===== config.mk =====
export PLATFORM = sky130hd
export DESIGN_NAME = psirq_top
export DESIGN_NICKNAME = d
export VERILOG_FILES = /design/src/common/psirq_pkg.sv /design/src/hw/psirq_pin_drv.sv /design/src/hw/psirq_top.sv
export SDC_FILE = /design/constraint.sdc
export NUM_CORES = 2
export LEC_CHECK = 0
export ABC_CLOCK_PERIOD_IN_PS = 9200
export BUFFER_PORTS_ARGS = -buffer_cell sky130_fd_sc_hd__buf_4
export CELL_PAD_IN_SITES_DETAIL_PLACEMENT = 1
export CELL_PAD_IN_SITES_GLOBAL_PLACEMENT = 2
export CORE_UTILIZATION = 41
export CTS_CLUSTER_SIZE = 12
export DETAILED_ROUTE_END_ITERATION = 16
export GPL_TIMING_DRIVEN = 0
export HOLD_SLACK_MARGIN = 0.03
export PLACE_DENSITY_LB_ADDON = 0.1
export SYNTH_ARGS = -nofsm -noshare
export SYNTH_HDL_FRONTEND = slang
export SYNTH_SLANG_ARGS = --single-unit

===== constraint.sdc =====
create_clock -name clk_in -period 9.2 [get_ports clk_in]
set_input_delay 0.46 -clock clk_in [delete_from_list [all_inputs] [get_ports clk_in]]
set_output_delay 0.46 -clock clk_in [all_outputs]
set_load 0.01 [all_outputs]

===== src/common/psirq_pkg.sv =====
/*
  Shared constants for the power state and interrupt routing block:
  register offsets, field positions, reset values, state codes, timing.
  Assumes a 100 MHz core clock and an 8-bit register port.
*/
`default_nettype none

package psirq_pkg;

  // Operating states, codes as written into the mode register
  typedef enum logic [1:0] {
    ST_SLEEP   = 2'b00,
    ST_WAKE    = 2'b01,
    ST_STANDBY = 2'b11
  } psirq_state_e;

  localparam logic [1:0] MODE_CODE_SLEEP   = 2'h0;
  localparam logic [1:0] MODE_CODE_WAKE    = 2'h1;
  localparam logic [1:0] MODE_CODE_STANDBY = 2'h3;

  // Register offsets
  localparam logic [7:0] REG_STATUS     = 8'h05;
  localparam logic [7:0] REG_IRQ_EN     = 8'h06;
  localparam logic [7:0] REG_MODE       = 8'h07;
  localparam logic [7:0] REG_RATE       = 8'h08;
  localparam logic [7:0] REG_X_LO       = 8'h0D;
  localparam logic [7:0] REG_X_HI       = 8'h0E;
  localparam logic [7:0] REG_Y_LO       = 8'h0F;
  localparam logic [7:0] REG_Y_HI       = 8'h10;
  localparam logic [7:0] REG_Z_LO       = 8'h11;
  localparam logic [7:0] REG_Z_HI       = 8'h12;
  localparam logic [7:0] REG_IRQ_FLAGS  = 8'h14;
  localparam logic [7:0] REG_RANGE      = 8'h20;
  localparam logic [7:0] REG_FIFO_CTRL  = 8'h2D;
  localparam logic [7:0] REG_FIFO_FLAGS = 8'h2F;
  localparam logic [7:0] REG_IRQ_OPT    = 8'h31;
  localparam logic [7:0] REG_PIN_CTRL   = 8'h33;

  localparam logic [7:0] CFG_RESET = 8'h00;
  localparam logic [7:0] RD_ZERO   = 8'h00;

  // Field positions
  localparam int FLG_ACQ_BIT    = 7;
  localparam int FLG_FIFO_BIT   = 5;
  localparam int MOTION_N       = 5;
  localparam int FIFO_EVT_N     = 3;
  localparam int OPT_PERSRC_BIT = 6;
  localparam int OPT_MERGE_BIT  = 5;
  localparam int OPT_PINSEL_BIT = 4;
  localparam int OPT_SWAP_BIT   = 3;
  localparam int PIN_A_IAH_BIT  = 2;
  localparam int PIN_A_IPP_BIT  = 3;
  localparam int PIN_B_IAH_BIT  = 6;
  localparam int PIN_B_IPP_BIT  = 7;
  localparam int MODE_RST_BIT   = 7;

  // Range codes
  localparam logic [2:0] RANGE_2G  = 3'h0;
  localparam logic [2:0] RANGE_4G  = 3'h1;
  localparam logic [2:0] RANGE_8G  = 3'h2;
  localparam logic [2:0] RANGE_12G = 3'h3;
  localparam logic [2:0] RANGE_16G = 3'h4;
  localparam logic [15:0] SAT_POS  = 16'h7FFF;
  localparam logic [15:0] SAT_NEG  = 16'h8000;
  localparam int          DIV12_MUL   = 5461;
  localparam int          DIV12_SHIFT = 15;
  localparam int          RAW_W       = 20;

  // Timing
  localparam int unsigned CLK_FREQ_HZ    = 100_000_000;
  localparam int unsigned CLK_PERIOD_NS  = 10;
  localparam int unsigned ODR_MAX_SPS    = 2000;
  localparam int unsigned FAST_PERIOD_CYC = CLK_FREQ_HZ / ODR_MAX_SPS;
  localparam int unsigned WAKE_TIME_NS   = 10_000;
  localparam int unsigned WAKE_MAX_CYC   = WAKE_TIME_NS / CLK_PERIOD_NS;

  // Rate code to divisor of the fastest rate: 2000 down to 0.5 samples/s
  function automatic logic [15:0] psirq_rate_div(input logic [3:0] code);
    case (code)
      4'h0:    psirq_rate_div = 16'h0001;
      4'h1:    psirq_rate_div = 16'h0002;
      4'h2:    psirq_rate_div = 16'h0004;
      4'h3:    psirq_rate_div = 16'h0008;
      4'h4:    psirq_rate_div = 16'h0010;
      4'h5:    psirq_rate_div = 16'h0020;
      4'h6:    psirq_rate_div = 16'h0040;
      4'h7:    psirq_rate_div = 16'h0080;
      4'h8:    psirq_rate_div = 16'h0100;
      4'h9:    psirq_rate_div = 16'h01F4;
      4'hA:    psirq_rate_div = 16'h03E8;
      4'hB:    psirq_rate_div = 16'h07D0;
      default: psirq_rate_div = 16'h0FA0;
    endcase
  endfunction : psirq_rate_div

endpackage : psirq_pkg

`default_nettype wire


===== src/hw/psirq_pin_drv.sv =====
/*
  One interrupt pin driver: polarity and open-drain or push-pull drive.
  Assumes the request is a synchronous level; outputs are registered.
*/
`timescale 1ns/100ps
`default_nettype none

module psirq_pin_drv
  import psirq_pkg::*;
(
  input  wire logic clk_in,
  input  wire logic reset_n_in,
  input  wire logic req_in,
  input  wire logic active_high_in,
  input  wire logic push_pull_in,
  output logic      pin_out,
  output logic      pin_oe_out
);

  logic level_w;
  logic nxt_oe;

  // Level the pin should show while the request is up or down
  assign level_w = req_in ~^ active_high_in;
  // Open drain only pulls low; high is left to the pull-up
  assign nxt_oe  = push_pull_in | ~level_w;

  always_ff @(posedge clk_in) begin
    if (!reset_n_in) begin
      pin_out    <= 1'b0;
      pin_oe_out <= 1'b0;
    end else begin
      pin_out    <= level_w & push_pull_in;
      pin_oe_out <= nxt_oe;
    end
  end

endmodule : psirq_pin_drv

`default_nettype wire


===== src/hw/psirq_top.sv =====
/*
  Power state control, sample formatting and interrupt routing of a
  three-axis motion sensor. Registers are reached through the host
  port's byte access strobes; serial bus framing sits outside.
*/
// Summary of operation
// - Three states only; state changes solely on a host mode write.
// - Power-up and reset leave the device in SLEEP.
// - Reset requests ignored in SLEEP; honoured in STANDBY and WAKE.
// - STANDBY to WAKE completes within one sample period, under 10 us.
// - SLEEP: internal timing halted, nothing sampled, registers fully accessible.
// - STANDBY: timing halted, sampling idle, registers fully accessible.
// - WAKE: continuous sampling; only mode register writable, all readable.
// - Sample rate programmable from 0.5 to 2000 samples per second.
// - Axis results signed 16-bit, saturating at 0x8000 and 0x7FFF.
// - Range field selects 2, 4, 8, 12 or 16 g full scale.
// - Mode codes: 00 SLEEP, 01 WAKE, 11 STANDBY.
// - SLEEP or STANDBY halts sensor and event sampling; WAKE starts it.
// - State readable in status register and held until host changes it.
// - Data registers update only after a bus STOP since the last update.
// - Both pins default open-drain active low; pin A sample, pin B FIFO.
// - Each pin's drive mode and polarity set independently at irq_pin_drive_control.
// - Sources: one sample, five motion, three FIFO events in two groups.
// - Write to irq_flags_and_clear clears pending interrupts; FIFO flags live at fifo_irq_flags.
// - Global clearing by default; irq_option_control bit 6 selects per-source clearing.
// - The two requests may be swapped between pins or merged.
// - When merged, irq_option_control bit 4 selects which pin carries the request.
// - Global mode: write data ignored, any write clears everything.
// - Per-source mode: ones clear matching flags, zeros leave them.
`timescale 1ns/100ps
`default_nettype none

module psirq_top
  import psirq_pkg::*;
#(
  parameter int unsigned FAST_PERIOD = FAST_PERIOD_CYC
) (
  input  wire logic                    clk_in,
  input  wire logic                    reset_n_in,
  input  wire logic [7:0]              reg_addr_in,
  input  wire logic [7:0]              reg_wdata_in,
  input  wire logic                    reg_wr_in,
  input  wire logic                    reg_rd_in,
  input  wire logic                    bus_stop_in,
  input  wire logic signed [RAW_W-1:0] x_raw_in,
  input  wire logic signed [RAW_W-1:0] y_raw_in,
  input  wire logic signed [RAW_W-1:0] z_raw_in,
  input  wire logic [MOTION_N-1:0]     motion_evt_in,
  input  wire logic [FIFO_EVT_N-1:0]   fifo_evt_in,
  output logic [7:0]                   reg_rdata_out,
  output logic [1:0]                   state_out,
  output logic                         sampling_out,
  output logic                         irq_pin_a_out,
  output logic                         irq_pin_a_oe_out,
  output logic                         irq_pin_b_out,
  output logic                         irq_pin_b_oe_out
);

  localparam int A_WAKE_MAX = WAKE_MAX_CYC;
  // Scale a raw reading to the selected range and saturate to 16 bits
  function automatic logic [15:0] psirq_scale(input logic signed [RAW_W-1:0] raw,
                                              input logic [2:0] rng);
    logic signed [35:0] v;
    v = 36'(raw);
    if (rng == RANGE_4G) begin
      v = v >>> 1;
    end else if (rng == RANGE_8G) begin
      v = v >>> 2;
    end else if (rng == RANGE_12G) begin
      v = 36'((v * DIV12_MUL) >>> DIV12_SHIFT);
    end else if (rng == RANGE_16G) begin
      v = v >>> 3;
    end
    if (v[35:15] != {21{v[35]}}) begin
      psirq_scale = v[35] ? SAT_NEG : SAT_POS;
    end else begin
      psirq_scale = v[15:0];
    end
  endfunction : psirq_scale

  psirq_state_e   state_ff;
  logic [7:0]     irq_en_ff;
  logic [3:0]     rate_ff;
  logic [2:0]     range_ff;
  logic [7:0]     fifo_ctrl_ff;
  logic [7:0]     opt_ff;
  logic [7:0]     pin_ctrl_ff;
  logic [7:0]     flags_ff;
  logic [2:0]     fifo_flags_ff;
  logic [15:0]    x_res_ff;
  logic [15:0]    y_res_ff;
  logic [15:0]    z_res_ff;
  logic           stop_seen_ff;
  logic [31:0]    tick_cnt_ff;
  logic           route_a_ff;
  logic           route_b_ff;
  // Access decoding
  logic           wake_w;
  logic           mode_wr_w;
  logic           cfg_wr_w;
  logic           soft_rst_w;
  logic           clr_wr_w;
  logic           acq_rd_w;
  logic [31:0]    period_w;
  logic           tick_w;
  logic           upd_w;
  logic [7:0]     flag_set_w;
  logic [2:0]     fifo_set_w;
  logic [7:0]     clr_mask_w;
  logic           fifo_clr_w;
  logic           sm_req_w;
  logic           fifo_req_w;
  logic           merge_w;
  logic           nxt_route_a;
  logic           nxt_route_b;
  logic [7:0]     rd_mux_w;
  psirq_state_e   nxt_state;

  assign wake_w     = (state_ff == ST_WAKE);
  assign mode_wr_w  = reg_wr_in && (reg_addr_in == REG_MODE);
  assign cfg_wr_w   = reg_wr_in && !wake_w;
  assign soft_rst_w = mode_wr_w && reg_wdata_in[MODE_RST_BIT]
                      && (state_ff != ST_SLEEP);
  assign clr_wr_w   = cfg_wr_w && (reg_addr_in == REG_IRQ_FLAGS);
  assign acq_rd_w   = reg_rd_in && (reg_addr_in == REG_IRQ_FLAGS);
  // Sample timer runs only in WAKE
  assign period_w = 32'(FAST_PERIOD) * 32'(psirq_rate_div(rate_ff));
  assign tick_w   = wake_w && (tick_cnt_ff >= period_w - 32'h0000_0001);
  assign upd_w    = tick_w && stop_seen_ff;
  // Enabled events set flags; gated off outside WAKE
  assign flag_set_w = {tick_w & irq_en_ff[FLG_ACQ_BIT], 2'b00,
                       {MOTION_N{wake_w}} & motion_evt_in
                       & irq_en_ff[MOTION_N-1:0]};
  assign fifo_set_w = {FIFO_EVT_N{wake_w}} & fifo_evt_in
                      & fifo_ctrl_ff[FIFO_EVT_N-1:0];
  // Clear mask: global ignores data, per-source uses ones only
  assign clr_mask_w = !clr_wr_w ? 8'h00 :
                      (opt_ff[OPT_PERSRC_BIT] ? reg_wdata_in : 8'hFF);
  assign fifo_clr_w = clr_mask_w[FLG_FIFO_BIT];
  // Request groups and pin routing
  assign sm_req_w   = |(flags_ff & irq_en_ff & 8'hDF);
  assign fifo_req_w = |(fifo_flags_ff & fifo_ctrl_ff[FIFO_EVT_N-1:0]);
  assign merge_w    = opt_ff[OPT_MERGE_BIT];
  always_comb begin
    if (merge_w) begin
      nxt_route_a = !opt_ff[OPT_PINSEL_BIT] && (sm_req_w || fifo_req_w);
      nxt_route_b = opt_ff[OPT_PINSEL_BIT] && (sm_req_w || fifo_req_w);
    end else if (opt_ff[OPT_SWAP_BIT]) begin
      nxt_route_a = fifo_req_w;
      nxt_route_b = sm_req_w;
    end else begin
      nxt_route_a = sm_req_w;
      nxt_route_b = fifo_req_w;
    end
  end

  // Mode decode: an unused code keeps the current state
  always_comb begin
    nxt_state = state_ff;
    if (mode_wr_w) begin
      if (reg_wdata_in[1:0] == MODE_CODE_SLEEP) begin
        nxt_state = ST_SLEEP;
      end else if (reg_wdata_in[1:0] == MODE_CODE_WAKE) begin
        nxt_state = ST_WAKE;
      end else if (reg_wdata_in[1:0] == MODE_CODE_STANDBY) begin
        nxt_state = ST_STANDBY;
      end
    end
  end

  // Read multiplexer
  always_comb begin
    if (reg_addr_in == REG_STATUS || reg_addr_in == REG_MODE) begin
      rd_mux_w = {6'h00, state_ff};
    end else if (reg_addr_in == REG_IRQ_EN) begin
      rd_mux_w = irq_en_ff;
    end else if (reg_addr_in == REG_RATE) begin
      rd_mux_w = {4'h0, rate_ff};
    end else if (reg_addr_in == REG_X_LO) begin
      rd_mux_w = x_res_ff[7:0];
    end else if (reg_addr_in == REG_X_HI) begin
      rd_mux_w = x_res_ff[15:8];
    end else if (reg_addr_in == REG_Y_LO) begin
      rd_mux_w = y_res_ff[7:0];
    end else if (reg_addr_in == REG_Y_HI) begin
      rd_mux_w = y_res_ff[15:8];
    end else if (reg_addr_in == REG_Z_LO) begin
      rd_mux_w = z_res_ff[7:0];
    end else if (reg_addr_in == REG_Z_HI) begin
      rd_mux_w = z_res_ff[15:8];
    end else if (reg_addr_in == REG_IRQ_FLAGS) begin
      rd_mux_w = flags_ff | {2'b00, |fifo_flags_ff, 5'h00};
    end else if (reg_addr_in == REG_RANGE) begin
      rd_mux_w = {5'h00, range_ff};
    end else if (reg_addr_in == REG_FIFO_CTRL) begin
      rd_mux_w = fifo_ctrl_ff;
    end else if (reg_addr_in == REG_FIFO_FLAGS) begin
      rd_mux_w = {5'h00, fifo_flags_ff};
    end else if (reg_addr_in == REG_IRQ_OPT) begin
      rd_mux_w = opt_ff;
    end else if (reg_addr_in == REG_PIN_CTRL) begin
      rd_mux_w = pin_ctrl_ff;
    end else begin
      rd_mux_w = RD_ZERO;
    end
  end

  // State and configuration; soft reset returns all to power-up values
  always_ff @(posedge clk_in) begin
    if (!reset_n_in || soft_rst_w) begin
      state_ff     <= ST_SLEEP;
      irq_en_ff    <= CFG_RESET;
      rate_ff      <= CFG_RESET[3:0];
      range_ff     <= CFG_RESET[2:0];
      fifo_ctrl_ff <= CFG_RESET;
      opt_ff       <= CFG_RESET;
      pin_ctrl_ff  <= CFG_RESET;
    end else begin
      state_ff <= nxt_state;
      if (cfg_wr_w && reg_addr_in == REG_IRQ_EN)    irq_en_ff    <= reg_wdata_in;
      if (cfg_wr_w && reg_addr_in == REG_RATE)      rate_ff      <= reg_wdata_in[3:0];
      if (cfg_wr_w && reg_addr_in == REG_RANGE)     range_ff     <= reg_wdata_in[2:0];
      if (cfg_wr_w && reg_addr_in == REG_FIFO_CTRL) fifo_ctrl_ff <= reg_wdata_in;
      if (cfg_wr_w && reg_addr_in == REG_IRQ_OPT)   opt_ff       <= reg_wdata_in;
      if (cfg_wr_w && reg_addr_in == REG_PIN_CTRL)  pin_ctrl_ff  <= reg_wdata_in;
    end
  end

  // Flags: a set in the clearing cycle wins; reading fifo_irq_flags changes nothing
  always_ff @(posedge clk_in) begin
    if (!reset_n_in || soft_rst_w) begin
      flags_ff      <= CFG_RESET;
      fifo_flags_ff <= CFG_RESET[2:0];
    end else begin
      flags_ff <= (flags_ff & ~clr_mask_w & ~{acq_rd_w, 7'h00} & 8'hDF)
                  | flag_set_w;
      fifo_flags_ff <= (fifo_flags_ff & ~{FIFO_EVT_N{fifo_clr_w}})
                       | fifo_set_w;
    end
  end

  // Sample timer, stop tracking and result registers
  always_ff @(posedge clk_in) begin
    if (!reset_n_in || soft_rst_w) begin
      tick_cnt_ff  <= 32'h0000_0000;
      stop_seen_ff <= 1'b0;
      x_res_ff     <= 16'h0000;
      y_res_ff     <= 16'h0000;
      z_res_ff     <= 16'h0000;
    end else begin
      tick_cnt_ff  <= (tick_w || !wake_w) ? 32'h0000_0000 : tick_cnt_ff + 32'h0000_0001;
      stop_seen_ff <= bus_stop_in || (stop_seen_ff && !upd_w);
      if (upd_w) begin
        x_res_ff <= psirq_scale(x_raw_in, range_ff);
        y_res_ff <= psirq_scale(y_raw_in, range_ff);
        z_res_ff <= psirq_scale(z_raw_in, range_ff);
      end
    end
  end
  // Port registers
  always_ff @(posedge clk_in) begin
    if (!reset_n_in) begin
      reg_rdata_out <= RD_ZERO;
      state_out     <= MODE_CODE_SLEEP;
      sampling_out  <= 1'b0;
      route_a_ff    <= 1'b0;
      route_b_ff    <= 1'b0;
    end else begin
      reg_rdata_out <= reg_rd_in ? rd_mux_w : RD_ZERO;
      state_out     <= soft_rst_w ? MODE_CODE_SLEEP : nxt_state;
      sampling_out  <= !soft_rst_w && (nxt_state == ST_WAKE);
      route_a_ff    <= nxt_route_a;
      route_b_ff    <= nxt_route_b;
    end
  end

  psirq_pin_drv u_pin_a (
    .clk_in         (clk_in),
    .reset_n_in     (reset_n_in),
    .req_in         (route_a_ff),
    .active_high_in (pin_ctrl_ff[PIN_A_IAH_BIT]),
    .push_pull_in   (pin_ctrl_ff[PIN_A_IPP_BIT]),
    .pin_out        (irq_pin_a_out),
    .pin_oe_out     (irq_pin_a_oe_out)
  );
  psirq_pin_drv u_pin_b (
    .clk_in         (clk_in),
    .reset_n_in     (reset_n_in),
    .req_in         (route_b_ff),
    .active_high_in (pin_ctrl_ff[PIN_B_IAH_BIT]),
    .push_pull_in   (pin_ctrl_ff[PIN_B_IPP_BIT]),
    .pin_out        (irq_pin_b_out),
    .pin_oe_out     (irq_pin_b_oe_out)
  );
endmodule : psirq_top

`default_nettype wire


==> results.yml <==
setup_path:
  setup.worst_path.class: "flip-flop to flip-flop"
  critPathMaxFanout: 10
  slowest_stage: "fa_1"
  cpLargestDelayFamily: "compound AO/OA/AOI/OAI gates"
  crit_top_cell: "ha_1"
  max_stage_delay_ns: 0.57
  cp.arrival_ns: 9.03
  cp-start-kind: "flip-flop"
  endpoint_kind: "flip-flop"
  cp.required_ns: 9.56
  crit_buf_inv: 5
clock_tree:
  cts_max_level: 4
  cts_max_path_buffers: 2
  ctsHoldBuffers: 0
  numCtsBuffers: 17
  clk_pin_slew_ns: 0.08
  cts_tree: "done"
  cts_root_buf: "clkbuf_16"
  clkLatencyLatePin_ns: 0.44
  cts_sinks: 159
sta:
  rsz0062_at_grt: "false"
  fmax_mhz: 115
  drv_slew: 0
  finalCritPeriodShare_pct: 94.3
  tightestPinTransition_ns: 1.19
  fin_crit_ns: 8.67
  setup_tns_ns: 0
  setup_violations: 0
  finalClockSkew_ns: 0.0158
  hold_violations: 0
  relSlewSlack_pct: 20.5
  whs_ns: 0.255
yosys:
  synth_fp_nets: 4103
  synth_commonest_cells: "ha_1, inv_1, fa_1"
  syn_avg_cell_area_um2: 8.78
  ys_ff_latch: 159
  synth-main-ff-cell: "dfxtp_1"
  ys_warn_count: 0
  syn_area_um2: 28000
  synthCells: 3192
  ys_types: 84
  async_flop_share_pct: 0
  yosysMostFrequentCell: "ha_1"
  ys_seq_area_share_pct: 11.4
  synth_edf_count: 0
  netlist.area_leader.share_pct: 23.2
  synth_area_leaders: "fa_1, ha_1, dfxtp_1"
  synth.largest_area_cell: "fa_1"
detailed_routing:
  vias: 24200
  vias_per_cell: 5.77
  ant_nets: 0
  drc: 0
  dr.pass1.iters: 6
  drt_wl_total_mm: 95.9
  wl_per_cell_um: 22.8
  drtIter0Drc: 1524
pwr:
  p_total_uw: 9060
  combPwrFrac_pct: 84.6
  swShare_pct: 55.9
  leakage_uw: 0.0146
  power_frac_seq_pct: 7.6
  internal_power_uw: 4000
  clockPowerShare_pct: 7.8
  power_density_nw_per_um2: 297
  p_sw_uw: 5060
  peakVddDrop_mv: 0.216
placement:
  place_hpwl_mm: 80.3
  gp_congestion: 0.923
  place_inst: 4165
  placed_cell_area_um2: 29900
  io_buffers: 100
cells_and_area:
  nets: 4224
  fin_area_um2: 30500
  multi_input_area_um2: 22700
  layout-area-overhead-vs-synth_pct: 8.81
  seqCellArea_um2: 3180
  antennaDiodeCount: 0
  instances_no_fill: 4199
  fillers: 7982
  drive_gt1_share_pct: 5.50
run:
  max-cap-violations: 0
die:
  die_y_um: 263
  die-area_um2: 69400
  core_area_um2: 67400
  start_util_pct: 41.6
  num_rows: 95
  die_w_um: 263
  ios: 104
global_routing:
  grt.total_usage_pct: 28.1
  grt_antenna_before_repair: 1
  grt_pass1_wl_mm: 153
  first_global_vias: 26700
  overflow: 0
  grt_max_degree: 34
min_path:
  worstHoldStart: "bus_stop_in"
  min_path_type: "primary input to flip-flop"
status:
  status: "finished clean"
[power by group through the flow]
| stage | Combinational, uW | Clock (uW) | Sequential (uW) |
|---|---|---|---|
| after detailed placement | 7630 | 0 | 705 |
| after global placement | 7480 | 0 | 705 |
| after global routing | 8610 | 746 | 689 |
| after floorplan | 5460 | 0 | 705 |
| final | 7660 | 707 | 689 |
| after CTS | 7680 | 717 | 689 |
[repair_timing]
item | CTS | global route
setup endpoints to repair | 0 | 47
resized for setup | 0 | 9
buffers inserted | 0 | 3
[state kept, by name, summed over array words and instances, names as in the netlist, 2 cells and up, named ones only]
register,count
range_ff,3
fifo_ctrl_ff,8
opt_ff,8
tick_cnt_ff,32
state_ff,2
y_res_ff,16
reg_rdata_out,8
z_res_ff,16
fifo_flags_ff,3
flags_ff,7
rate_ff,4
pin_ctrl_ff,8
irq_en_ff,8
period_w,2
x_res_ff,16
[path summary, 6_finish.rpt]
kind | end | slack [ns] | cells after the start
worst min-delay path | stop_seen_ff | 0.25 | 3
worst min register to register | tick_cnt_ff[0] | 0.47 | 1
worst max-delay path | y_res_ff[12] | 0.53 | 31
worst max register to register | y_res_ff[12] | 0.53 | 31
[layer usage]
layer,track usage [%],up-vias,share of wire (%)
li1,-,11300,-
met1,37.8,12200,46
met2,48.4,586,48
met3,2.50,113,4.0
met4,6.54,0,2.2
met5,0,-,0
[metrics by stage]
step           util (%)  setup WS, ns
2_1_floorplan         -          1.80
3_3_place_gp       44.3         0.221
3_5_place_dp       44.3        0.0824
4_1_cts            45.2       0.00967
5_1_grt            45.3       0.00677
6_report           45.3         0.527
[tightest hold or removal path, delay by kind of cell]
family	cells	cell delay, ns
AOI/OAI and AO/OA	1	0.03
buffers and inverters	1	0.09
and+or+nand+nor	1	0.07
[cell families after synthesis]
family                   after synthesis  synth area share (%)
AO/OA/AOI/OAI                        715                  16.9
XOR/XNOR                             122                  3.81
adder cells (fa/ha/maj)              822                  45.4
buffers and inverters                577                  7.75
flip-flops                           159                  11.4
multiplexers                          76                  2.85
AND/OR/NAND/NOR                      721                  11.9
[placed cells by master, fill, tap and decap left out, types with 56 or more instances in the layout]
master and instances:
buf_4 103, fa_1 325, ha_1 497, nand3_1 74, dfxtp_1 159, nand2_1 216, inv_1 477, xor2_1 56
o21ai_0 134, a21oi_1 180, clkbuf_1 74, mux2i_1 64, nor2_1 233, xnor2_1 66
[layout make-up]
class	instances	share of cell area [%]
Buffer	99	1.26
Inverter	477	5.87
Timing Repair Buffer	103	2.53
Clock buffer	18	1.44
Sequential cell	159	10.4
Multi-Input combinational cell	2456	74.4
Tap cell	873	3.58
Clock inverter	14	0.496
No activity file was read; power rests on OpenSTA's default activity.
